<file path="src/rtl/sram_pins_map.svh">
`ifndef SRAM_PINS_MAP_SVH
`define SRAM_PINS_MAP_SVH

// ----------------------------------------------------------------------
// widths of the two configurations, the wide one is built
// ----------------------------------------------------------------------
`define DATA_W_NARROW 18
`define ADDR_W_NARROW 21
`define DATA_W 36
`define ADDR_W 20
`define LANES 4
`define LANE_W 9

// ----------------------------------------------------------------------
// storage and buffering
// ----------------------------------------------------------------------
`define MEM_IDX_W 4
`define MEM_DEPTH 16
`define WQ_DEPTH 16
`define WQ_PTR_W 4

// ----------------------------------------------------------------------
// pin sampling: two stages, deselected and loop-enabled at reset
// ----------------------------------------------------------------------
`define SYNC_W 63
`define SYNC_RST 63'h7f00000000000000

// ----------------------------------------------------------------------
// latency in input clock cycles and clock limits
// ----------------------------------------------------------------------
`define LAT_LOOP_ON 2
`define LAT_LEGACY 1
`define LEGACY_MAX_MHZ 167
`define CLK_SYS_MHZ 250

`endif

</file>
<file path="src/rtl/sram_pins_pkg.sv">
`include "sram_pins_map.svh"

package sram_pins_pkg;
   // one data word of the wide configuration
   typedef logic [`DATA_W-1:0] word_t;
   // one set of byte-lane masks, active low
   typedef logic [`LANES-1:0] mask_t;
   // shared address bus
   typedef logic [`ADDR_W-1:0] addr_t;
   // beat phase of the input clock pair, gray along rise -> fall
   typedef enum logic {
      PH_RISE = 1'b0,
      PH_FALL = 1'b1
   } phase_t;
endpackage

</file>
<file path="src/rtl/word_fifo.sv">
`timescale 1ns/1ns
`include "sram_pins_map.svh"
module word_fifo #(
   parameter int WIDTH = 100,
   parameter int DEPTH = `WQ_DEPTH
) (
   input wire logic clk_sys,
   input wire logic srst,
   input wire logic in_valid,
   output logic in_ready,
   input wire logic [WIDTH-1:0] in_data,
   output logic out_valid,
   input wire logic out_ready,
   output logic [WIDTH-1:0] out_data
);
   // ----------------------------------------------------------------------
   // storage and pointers
   // ----------------------------------------------------------------------
   localparam int PW = $clog2(DEPTH);
   logic [WIDTH-1:0] slot_ff [DEPTH]; // entries, no reset needed
   logic [PW-1:0] wr_ptr_ff; // next slot to fill
   logic [PW-1:0] rd_ptr_ff; // oldest slot
   logic [PW:0] count_ff; // occupancy, one bit wider than pointers
   wire push = in_valid & in_ready;
   wire pop = out_valid & out_ready;

   // full and empty come straight from the count
   assign in_ready = (count_ff != DEPTH[PW:0]);
   assign out_valid = (count_ff != '0);
   assign out_data = slot_ff[rd_ptr_ff];

   // ----------------------------------------------------------------------
   // pointer and count update
   // ----------------------------------------------------------------------
   // pointers wrap naturally since depth is a power of two
   always_ff @(posedge clk_sys) begin
      if (srst) begin
         wr_ptr_ff <= '0;
         rd_ptr_ff <= '0;
         count_ff <= '0;
      end else begin
         if (push) begin
            wr_ptr_ff <= wr_ptr_ff + 1'b1;
         end
         if (pop) begin
            rd_ptr_ff <= rd_ptr_ff + 1'b1;
         end
         count_ff <= count_ff + {{PW{1'b0}}, push} - {{PW{1'b0}}, pop};
      end
   end

   // entry write, only on an accepted push
   always_ff @(posedge clk_sys) begin
      if (push) begin
         slot_ff[wr_ptr_ff] <= in_data;
      end
   end
endmodule

</file>
<file path="src/rtl/sep_port_ddr_sram_pins.sv">
`timescale 1ns/1ns
`include "sram_pins_map.svh"
// Overview of operation
// RQ1: write data taken on both clock rises
// RQ2: write select low at positive rise starts write
// RQ3: deselected write port ignores data, memory kept
// RQ4: byte masks sampled on both beats, active low
// RQ5: masked bytes keep their stored contents
// RQ6: read address positive rise, write address negative
// RQ7: two internal arrays, twenty or 21 address bits
// RQ8: address ignored when its port is deselected
// RQ9: read data beat launched on each rise
// RQ10: read select low at positive rise starts read
// RQ11: finish pending read, then float outputs
// RQ12: valid flag marks data beats, echo aligned
// RQ13: every access begins at positive clock rise
// RQ14: free running complementary echo clocks out
// RQ15: loop disable low selects legacy, slower clock
// RQ16: each access is two words, low first
// RQ17: latency two cycles, one in legacy
// RQ18: first beat at positive rise, rest at negative
// RQ19: reads see newest data, forwarded from write
// RQ20: valid flag low on every beat without data
module sep_port_ddr_sram_pins (
   input wire logic clk_sys,
   input wire logic srst,
   input wire logic write_port_sel_n,
   input wire logic read_port_sel_n,
   input wire logic [`LANES-1:0] byte_lane_mask_n,
   input wire logic [`ADDR_W-1:0] addr_in,
   input wire logic [`DATA_W-1:0] write_data,
   input wire logic delay_loop_disable_n,
   output logic [`DATA_W-1:0] read_data,
   output logic read_data_oe_n,
   output logic read_valid_flag,
   output logic echo_timing_out,
   output logic echo_timing_out_n,
   output logic write_queue_ready
);
   // ----------------------------------------------------------------------
   // helpers
   // ----------------------------------------------------------------------
   // per-lane merge: a low mask bit takes the new byte, else keeps old
   function automatic sram_pins_pkg::word_t lane_merge(
      input sram_pins_pkg::word_t old_w,
      input sram_pins_pkg::word_t new_w,
      input sram_pins_pkg::mask_t mask_n);
      sram_pins_pkg::word_t res;
      res = old_w;
      for (int i = 0; i < `LANES; i++) begin
         if (!mask_n[i]) begin
            res[i*`LANE_W +: `LANE_W] = new_w[i*`LANE_W +: `LANE_W];
         end
      end
      return res;
   endfunction

   // storage index from a full bus address
   function automatic logic [`MEM_IDX_W-1:0] mem_index(
      input sram_pins_pkg::addr_t a);
      return a[`MEM_IDX_W-1:0];
   endfunction

   // ----------------------------------------------------------------------
   // pin sampling
   // ----------------------------------------------------------------------
   logic [`SYNC_W-1:0] sync1_ff; // first stage, read only by stage two
   logic [`SYNC_W-1:0] sync2_ff; // stable copy used by the logic
   wire [`SYNC_W-1:0] pin_bus = {write_port_sel_n, read_port_sel_n,
      delay_loop_disable_n, byte_lane_mask_n, addr_in, write_data};

   // all pins share one pair of stages so they stay aligned to a beat
   always_ff @(posedge clk_sys) begin
      if (srst) begin
         sync1_ff <= `SYNC_RST;
         sync2_ff <= `SYNC_RST;
      end else begin
         sync1_ff <= pin_bus;
         sync2_ff <= sync1_ff;
      end
   end

   wire s_wsel_n = sync2_ff[62]; // write select, active low
   wire s_rsel_n = sync2_ff[61]; // read select, active low
   wire s_loop_dis_n = sync2_ff[60]; // high: delay loop running
   wire [`LANES-1:0] s_mask_n = sync2_ff[59:56]; // lane masks
   wire [`ADDR_W-1:0] s_addr = sync2_ff[55:36]; // shared address
   wire [`DATA_W-1:0] s_data = sync2_ff[35:0]; // write data beat

   // ----------------------------------------------------------------------
   // beat phase of the input clock pair
   // ----------------------------------------------------------------------
   // each clk_sys edge is one beat; rise beats alternate with fall beats
   sram_pins_pkg::phase_t phase_ff;
   sram_pins_pkg::phase_t nxt_phase;
   assign nxt_phase = (phase_ff == sram_pins_pkg::PH_RISE) ?
      sram_pins_pkg::PH_FALL : sram_pins_pkg::PH_RISE;
   wire at_rise = (phase_ff == sram_pins_pkg::PH_RISE);
   wire at_fall = (phase_ff == sram_pins_pkg::PH_FALL);

   always_ff @(posedge clk_sys) begin
      if (srst) begin
         phase_ff <= sram_pins_pkg::PH_RISE;
      end else begin
         phase_ff <= nxt_phase;
      end
   end

   // ----------------------------------------------------------------------
   // write port capture
   // ----------------------------------------------------------------------
   wire wr_take = at_rise & ~s_wsel_n; // RQ2 RQ13
   logic wr_act_ff; // write in progress, second beat due
   sram_pins_pkg::word_t wd0_ff; // first data beat
   sram_pins_pkg::mask_t wm0_ff; // first beat masks

   // first beat with the select; data ignored when deselected
   always_ff @(posedge clk_sys) begin
      if (srst) begin
         wr_act_ff <= 1'b0;
         wd0_ff <= '0;
         wm0_ff <= '1;
      end else begin
         wr_act_ff <= wr_take; // RQ3
         if (wr_take) begin
            wd0_ff <= s_data; // RQ1 RQ18
            wm0_ff <= s_mask_n; // RQ4
         end
      end
   end

   // second beat, masks and write address complete the entry
   wire wq_in_valid = at_fall & wr_act_ff; // RQ6 RQ18
   wire [99:0] wq_in_data = {s_addr, wd0_ff, wm0_ff, s_data, s_mask_n};
   wire wq_out_valid;
   wire [99:0] wq_out_data;
   wire wq_in_ready;

   // ----------------------------------------------------------------------
   // write queue
   // ----------------------------------------------------------------------
   // drains on rise beats only, since fall beats own the array for reads
   word_fifo #(
      .WIDTH(100),
      .DEPTH(`WQ_DEPTH)
   ) u_write_queue (
      .clk_sys(clk_sys),
      .srst(srst),
      .in_valid(wq_in_valid),
      .in_ready(wq_in_ready),
      .in_data(wq_in_data),
      .out_valid(wq_out_valid),
      .out_ready(at_rise),
      .out_data(wq_out_data)
   );
   assign write_queue_ready = wq_in_ready;

   wire [`ADDR_W-1:0] q_addr = wq_out_data[99:80];
   wire [`DATA_W-1:0] q_d0 = wq_out_data[79:44];
   wire [`LANES-1:0] q_m0 = wq_out_data[43:40];
   wire [`DATA_W-1:0] q_d1 = wq_out_data[39:4];
   wire [`LANES-1:0] q_m1 = wq_out_data[3:0];
   wire commit = wq_out_valid & at_rise;

   // ----------------------------------------------------------------------
   // storage: two arrays, low word and high word of each address
   // ----------------------------------------------------------------------
   // only the low address bits index flops; upper bits alias
   sram_pins_pkg::word_t mem_lo_ff [`MEM_DEPTH]; // RQ7
   sram_pins_pkg::word_t mem_hi_ff [`MEM_DEPTH]; // RQ7

   always_ff @(posedge clk_sys) begin
      if (commit) begin
         mem_lo_ff[mem_index(q_addr)] <=
            lane_merge(mem_lo_ff[mem_index(q_addr)], q_d0, q_m0); // RQ5
         mem_hi_ff[mem_index(q_addr)] <=
            lane_merge(mem_hi_ff[mem_index(q_addr)], q_d1, q_m1); // RQ5
      end
   end

   // ----------------------------------------------------------------------
   // read port
   // ----------------------------------------------------------------------
   wire rd_take = at_rise & ~s_rsel_n; // RQ10 RQ13
   logic rd_pend_ff; // lookup due on the next fall beat
   sram_pins_pkg::addr_t rd_addr_ff; // read address register

   // the address is only stored when the read port is selected
   always_ff @(posedge clk_sys) begin
      if (srst) begin
         rd_pend_ff <= 1'b0;
         rd_addr_ff <= '0;
      end else begin
         rd_pend_ff <= rd_take;
         if (rd_take) begin
            rd_addr_ff <= s_addr; // RQ6 RQ8
         end
      end
   end

   // a write whose second beat lands now is newer than the array
   wire fwd_hit = wr_act_ff & (s_addr == rd_addr_ff); // RQ19
   wire [`DATA_W-1:0] base0 = mem_lo_ff[mem_index(rd_addr_ff)];
   wire [`DATA_W-1:0] base1 = mem_hi_ff[mem_index(rd_addr_ff)];
   wire [`DATA_W-1:0] look0 = fwd_hit ?
      lane_merge(base0, wd0_ff, wm0_ff) : base0; // RQ19
   wire [`DATA_W-1:0] look1 = fwd_hit ?
      lane_merge(base1, s_data, s_mask_n) : base1; // RQ19

   // ----------------------------------------------------------------------
   // latency pipe, one stage per input clock cycle
   // ----------------------------------------------------------------------
   logic st1_v_ff; // burst ready one cycle after the request
   sram_pins_pkg::word_t st1_w0_ff;
   sram_pins_pkg::word_t st1_w1_ff;
   logic st2_v_ff; // burst ready two cycles after the request
   sram_pins_pkg::word_t st2_w0_ff;
   sram_pins_pkg::word_t st2_w1_ff;

   // advances on fall beats so a burst holds still across both beats
   always_ff @(posedge clk_sys) begin
      if (srst) begin
         st1_v_ff <= 1'b0;
         st2_v_ff <= 1'b0;
         st1_w0_ff <= '0;
         st1_w1_ff <= '0;
         st2_w0_ff <= '0;
         st2_w1_ff <= '0;
      end else if (at_fall) begin
         st1_v_ff <= rd_pend_ff;
         st1_w0_ff <= look0; // RQ16
         st1_w1_ff <= look1; // RQ16
         st2_v_ff <= st1_v_ff;
         st2_w0_ff <= st1_w0_ff;
         st2_w1_ff <= st1_w1_ff;
      end
   end

   // legacy mode taps the shorter pipe; switching mid-burst is unsafe
   wire legacy = ~s_loop_dis_n; // RQ15
   wire sel_v = legacy ? st1_v_ff : st2_v_ff; // RQ17
   wire [`DATA_W-1:0] sel_w0 = legacy ? st1_w0_ff : st2_w0_ff;
   wire [`DATA_W-1:0] sel_w1 = legacy ? st1_w1_ff : st2_w1_ff;

   // ----------------------------------------------------------------------
   // output registers and echo clocks
   // ----------------------------------------------------------------------
   logic [`DATA_W-1:0] q_ff; // read data beat
   logic valid_ff; // valid flag
   logic oe_n_ff; // low while driving read data
   logic echo_ff; // echo clock, high after each rise beat
   logic echo_n_ff; // complement, own flop so both change together

   // low word on the rise beat, high word on the fall beat
   always_ff @(posedge clk_sys) begin
      if (srst) begin
         q_ff <= '0;
         valid_ff <= 1'b0;
         oe_n_ff <= 1'b1;
      end else begin
         valid_ff <= sel_v; // RQ12 RQ20
         oe_n_ff <= ~sel_v; // RQ11
         if (sel_v) begin
            q_ff <= at_rise ? sel_w0 : sel_w1; // RQ9 RQ16
         end
      end
   end

   // free running from the phase, so valid edges share echo edges
   always_ff @(posedge clk_sys) begin
      if (srst) begin
         echo_ff <= 1'b0;
         echo_n_ff <= 1'b1;
      end else begin
         echo_ff <= at_rise; // RQ14
         echo_n_ff <= ~at_rise; // RQ14
      end
   end

   assign read_data = q_ff;
   assign read_valid_flag = valid_ff;
   assign read_data_oe_n = oe_n_ff;
   assign echo_timing_out = echo_ff;
   assign echo_timing_out_n = echo_n_ff;
endmodule

</file>
<file path="config.mk">
export PLATFORM = sky130hd
export DESIGN_NAME = sep_port_ddr_sram_pins
export DESIGN_NICKNAME = d
export VERILOG_FILES = /design/src/rtl/sram_pins_pkg.sv /design/src/rtl/word_fifo.sv /design/src/rtl/sep_port_ddr_sram_pins.sv
export VERILOG_INCLUDE_DIRS = /design/src /design/src/rtl
export SDC_FILE = /design/constraint.sdc
export NUM_CORES = 2
export LEC_CHECK = 0
export ABC_CLOCK_PERIOD_IN_PS = 16260
export BUFFER_PORTS_ARGS = -buffer_cell sky130_fd_sc_hd__clkbuf_2
export CAP_MARGIN = 15
export CORE_ASPECT_RATIO = 1.2
export CORE_MARGIN = 5
export CORE_UTILIZATION = 43
export CTS_CLUSTER_SIZE = 10
export DETAILED_ROUTE_END_ITERATION = 8
export GPL_ROUTABILITY_DRIVEN = 0
export GPL_TIMING_DRIVEN = 0
export PLACE_DENSITY = 0.63
export REMOVE_ABC_BUFFERS = 1
export SYNTH_ARGS = -nofsm -noshare
export SYNTH_HDL_FRONTEND = slang
export SYNTH_HIERARCHICAL = 1
export SYNTH_SLANG_ARGS = --single-unit
export TNS_END_PERCENT = 10
</file>
<file path="constraint.sdc">
create_clock -name clk_sys -period 16.26 [get_ports clk_sys]
set_clock_uncertainty 0.2 [all_clocks]
set_input_delay 4.065 -clock clk_sys [delete_from_list [all_inputs] [get_ports clk_sys]]
set_output_delay 4.065 -clock clk_sys [all_outputs]
set_load 0.02 [all_outputs]
</file>
* Word-level counts from Yosys, hierarchy flattened
Memories as Yosys holds them, arrays and structs flattened. A register that Yosys moved wholly into a read port is not among the register bits. Cells that the tools add are included. W data, S select, Z words.
Cells by class: equal/unequal tests 10, bitwise operators 10, muxes and demuxes 41, reductions and logical operators 9, add/sub/neg operators 4
Operators by type and width (number):
- $mux W9 | 24
- $mux W36 | 5
- $mux W4 | 6
- $eq A20 B20 Y1 | 1
- $ne A2 B2 Y1 const B | 8
- $reduce_and A2 Y1 | 8
- $add A4 B1 Y4 const B | 2
- $and A1 B1 Y1 | 6
- $mux W1 | 6
- $add A5 B1 Y5 | 1
- $ne A5 B5 Y1 const B | 1
- $reduce_bool A5 Y1 | 1
- $sub A5 B1 Y5 | 1
- $not A1 Y1 | 4
Storage, ports and cells: bits of input ports 65, bits in writable memories 2752, flip-flop bits (word level) 388, memories 3, output and inout port bits 41
Memory list:
- u_write_queue.slot_ff | words 16, width 100, read ports 1, clocked after Yosys merged registers in 1, write ports 1, RTL line word_fifo.sv:20 | logic [WIDTH-1:0] slot_ff [DEPTH];
- mem_hi_ff | words 16, width 36, read ports 1, clocked after Yosys merged registers in 1, write ports 1, RTL line sep_port_ddr_sram_pins.sv:170 | sram_pins_pkg::word_t mem_hi_ff [`MEM_DEPTH];
- mem_lo_ff | words 16, width 36, read ports 1, clocked after Yosys merged registers in 1, write ports 1, RTL line sep_port_ddr_sram_pins.sv:169 | sram_pins_pkg::word_t mem_lo_ff [`MEM_DEPTH];

* Depth between registers and ports, before layout
depth after elaboration 5, depth in mapped cells 17, depth with buffers taken out 14

* Modules after synthesis
Netlist, hierarchy kept.
By module, submodules not included:
- word_fifo | seq. area each 48386.4 um^2, instances 1, cells an instance 2547, area an instance 60576.8 um^2
- sep_port_ddr_sram_pins | seq. area each 42160.4 um^2, instances 1, cells an instance 3370, area an instance 58000.6 um^2

* Worst setup path after synthesis
No wires, ideal clock.
kind register -> register, from reg phase_ff, in the netlist at_fall, to mem u_write_queue.slot_ff[0][0] (enable), stages on the path, launching flop included 10, period minus slack after synthesis 9612 ps, data arrival time 8731 ps, setup time 681 ps, setup slack 6648 ps, path through dfxtp_1 -> buf_2 -> buf_4 -> buf_2 -> buf_2 -> and2_1 -> and2_1 -> clkbuf_1 -> nand2_1 -> nor3_1
Between the ends: longest elaborated chain between the ends 4
Ends and longest elaborated chain:
- from (decl) | RTL line sep_port_ddr_sram_pins.sv:94 | sram_pins_pkg::phase_t phase_ff;
- from (signal assigned) | RTL line sep_port_ddr_sram_pins.sv:103 | phase_ff <= sram_pins_pkg::PH_RISE;
- from (signal assigned) | RTL line sep_port_ddr_sram_pins.sv:105 | phase_ff <= nxt_phase;
- $and A1 B1 Y1 | RTL line sep_port_ddr_sram_pins.sv:133 | wire wq_in_valid = at_fall & wr_act_ff;
- named net wq_in_valid | RTL line sep_port_ddr_sram_pins.sv:133
- $and A1 B1 Y1 | RTL line word_fifo.sv:24 | wire push = in_valid & in_ready;
- $mux W1 | RTL line word_fifo.sv:54 | if (push) begin
- $mux W1 (not written as such) | RTL line word_fifo.sv:55 | slot_ff[wr_ptr_ff] <= in_data;
- to (decl) | RTL line word_fifo.sv:20
The timed path passes the listed nets, and every way through them passes these cells.

==> summary.txt <==
Status
  – Status: complete, no violations

Floorplanning
  – Core Area: 252,000 um^2
  – Die area: 264,000 um^2
  – Chip height: 562 um
  – Initial Util: 43.2%
  – I/O pin count: 106
  – Cell Rows: 202
  – Die W: 470 um

Pwr
  – Switching portion of total power: 25.0%
  – Power per cell area: 145 nW/um^2
  – Comb power frac: 14.4%
  – Sequential power share: 48.9%
  – Power Total: 18,300 uW
  – P_sw: 4580 uW
  – Internal: 13,700 uW
  – Peak VDD IR: 0.000100 V
  – Pleak: 0.0395 uW
  – Clock power share: 36.7%

Worst setup path
  – Register-to-register setup slack: 10.87 ns
  – CP Cell Sequence: clkbuf_2
  – Worst endpoint data arrival time: 2.04 ns
  – Cells on worst reg2reg path: 8
  – CP delay by family, top: flip-flops
  – Slowest cell on the critical path: dfxtp_4
  – Crit Path Category: register to primary output
  – WP buf/inv: 1
  – Reg2Reg Capture Point: mem_lo_ff[11][0]$_DFFE_PP_
  – Maximum fanout along the worst path: 39
  – CP endpoint kind: primary output
  – Worst Path Required: 11.99 ns
  – Startpoint types: register
  – CP peak stage delay: 0.80 ns

Finish
  – Layout cells sized above 1: 23.1%
  – Layout Cells excl Fill: 9,414
  – Area growth, synth to finish: 15.4%
  – Reg area: 82,900 um^2
  – Fill cells: 19,981
  – Core Util, Final: 49.9%
  – Fin nets: 5,898
  – Multi-input logic area: 24,600 um^2

Global routing
  – Antenna violations before repair: 7
  – Largest net degree at the start of global routing: 111
  – First-pass GRT wire length: 393,000 um
  – GRT Total Usage: 20.1%
  – Vias in the first global route: 56,190
  – Grt total ovfl: 0

Clock tree
  – Post-CTS setup buffer count: 0
  – Post-CTS resize count: 0
  – Clock sink count: 2,891
  – Hold buffers post-CTS: 0
  – Root buf cell: clkbuf_16
  – Htree depth: 5
  – Clock transition at the registers of the reported paths: 0.05 ns
  – Clock Path Buffers: 4
  – Clk Latency, worst-skew pair: 0.86 ns
  – CTS tree: built
  – CTS Buf Count: 335

Hold path
  – Worst Hold Launch: sync1_ff[60]$_SDFF_PP1_
  – Hold Crit Class: register to register
  – Worst Hold End: sync2_ff[60]$_SDFF_PP1_
  – WHS Path Cells: 1

Drt
  – Initial DRC count: 5,875
  – Antenna viol nets, final: 0
  – Routed WL per cell: 28.6 um
  – Total number of vias: 54,810
  – Via density: 5.82
  – Routed WL: 269,000 um
  – DRC viols: 0
  – TritonRoute pass-1 iters: 5

Timing
  – Setup Viol. Count Final: 0
  – RSZ-0062 raised after global routing: no
  – Final hold vios: 0
  – Fin crit period: 6.31 ns
  – Slew Limit Fails: 0
  – Worst slew pin tran: 1.17 ns
  – WHS: 0.210 ns
  – Final period utilization: 38.8%
  – Relative slew slack: 21.6%
  – Fmax achieved: 159 MHz
  – PnR worst setup slack: 9.95 ns

Synthesis
  – Synth warn: 6
  – Mapped Area: 109,000 um^2
  – Post-Syn Area per Cell: 19.7 um^2
  – Syn Inst Count: 5,537

Placement
  – IO Port Bufs: 105
  – Place WS: 9.92 ns
  – Placed insts: 8,850
  – HPWL after DPL: 174,000 um

Run
  – Max cap viols: 0
sequential cells by signal (all words and copies together) (netlist names), 4 cells and up, named ones only:
name and cells:
st2_w0_ff 36, wd0_ff 36, mem_hi_ff 576, read_data 36, st2_w1_ff 36, st1_w1_ff 36, mem_lo_ff 576, st1_w0_ff 36
u_write_queue/count_ff 5, sync1_ff 63, u_write_queue/slot_ff 1344, sync2_ff 63, u_write_queue/rd_ptr_ff 4, wm0_ff 4, rd_addr_ff 20, u_write_queue/wr_ptr_ff 4
area by class of cell:
class,count,share of cell area [%]
flip-flops and latches,2891,65.8
multi-input cells,2279,19.6
clock buffers,532,7.31
repair buffers,300,3.56
well taps,3366,3.35
clock inverters,29,0.324
inverters,14,0.0437
diodes,3,0.00596
per-layer routing:
metal	share of wire (%)	vias to the layer above	wire length [um]	global-route usage [%]
met4	2.7	0	7340	5.90
met1	40	29110	108000	27.4
met3	7.3	429	19700	3.28
li1	-	22978	-	-
met2	50	2293	134000	33.5
met5	0	-	0	0
metrics by stage:
step                      setup TNS, ns  instance area (um^2)
after floorplan                 -195.77                107000
after global placement                -                112000
after detailed placement              0                116000
after CTS                             0                126000
after global routing                  0                126000
final                                 0                126000
power groups by stage:
stage | sequential [uW] | combinational, uW | clock, uW
floorplan | 9280 | 2230 | 0
global placement | 9410 | 3170 | 0
detailed placement | 9100 | 2660 | 0
CTS | 8950 | 2660 | 6840
global route | 8970 | 2830 | 7160
finish | 8950 | 2640 | 6710
worst max path at each step:
| stage | start | end | slack, ns | cells past startpoint |
|---|---|---|---|---|
| after floorplan | register | mem_lo_ff[11][10]$_DFFE_PP_ | -0.27 | 6 |
| after global placement | register | mem_lo_ff[15][2]$_DFFE_PP_ | -9.76 | 5 |
| after detailed placement | srst | st1_w0_ff[5]$_SDFFE_PP0P_ | 9.92 | 5 |
| after CTS | at_fall$_SDFF_PP0_ | echo_timing_out | 9.90 | 1 |
| after global routing | at_fall$_SDFF_PP0_ | echo_timing_out | 9.89 | 1 |
| final | at_fall$_SDFF_PP0_ | echo_timing_out | 9.95 | 1 |
layout by cell type (no fill, tap or decap), types with 8 or more instances in the layout:
cell          n
o21ai_1      72
dfxtp_1     389
nor2b_1     119
nor2_4       16
inv_1        13
nand2_1     365
nand4b_1      8
a32oi_1      72
o21ai_0      72
a21oi_1      60
nor4b_4       8
nand2b_1     10
clkinv_8      9
edfxtp_1   2496
buf_6        49
buf_12       59
ha_1         11
buf_8        11
a22oi_1     312
nor2_1      288
xor2_1       21
mux2i_1      75
or2_2        15
clkbuf_2    104
buf_16       74
a22o_1       36
clkbuf_1    192
mux4_2      660
clkbuf_16   338
Power figures use the tool's default switching activity.
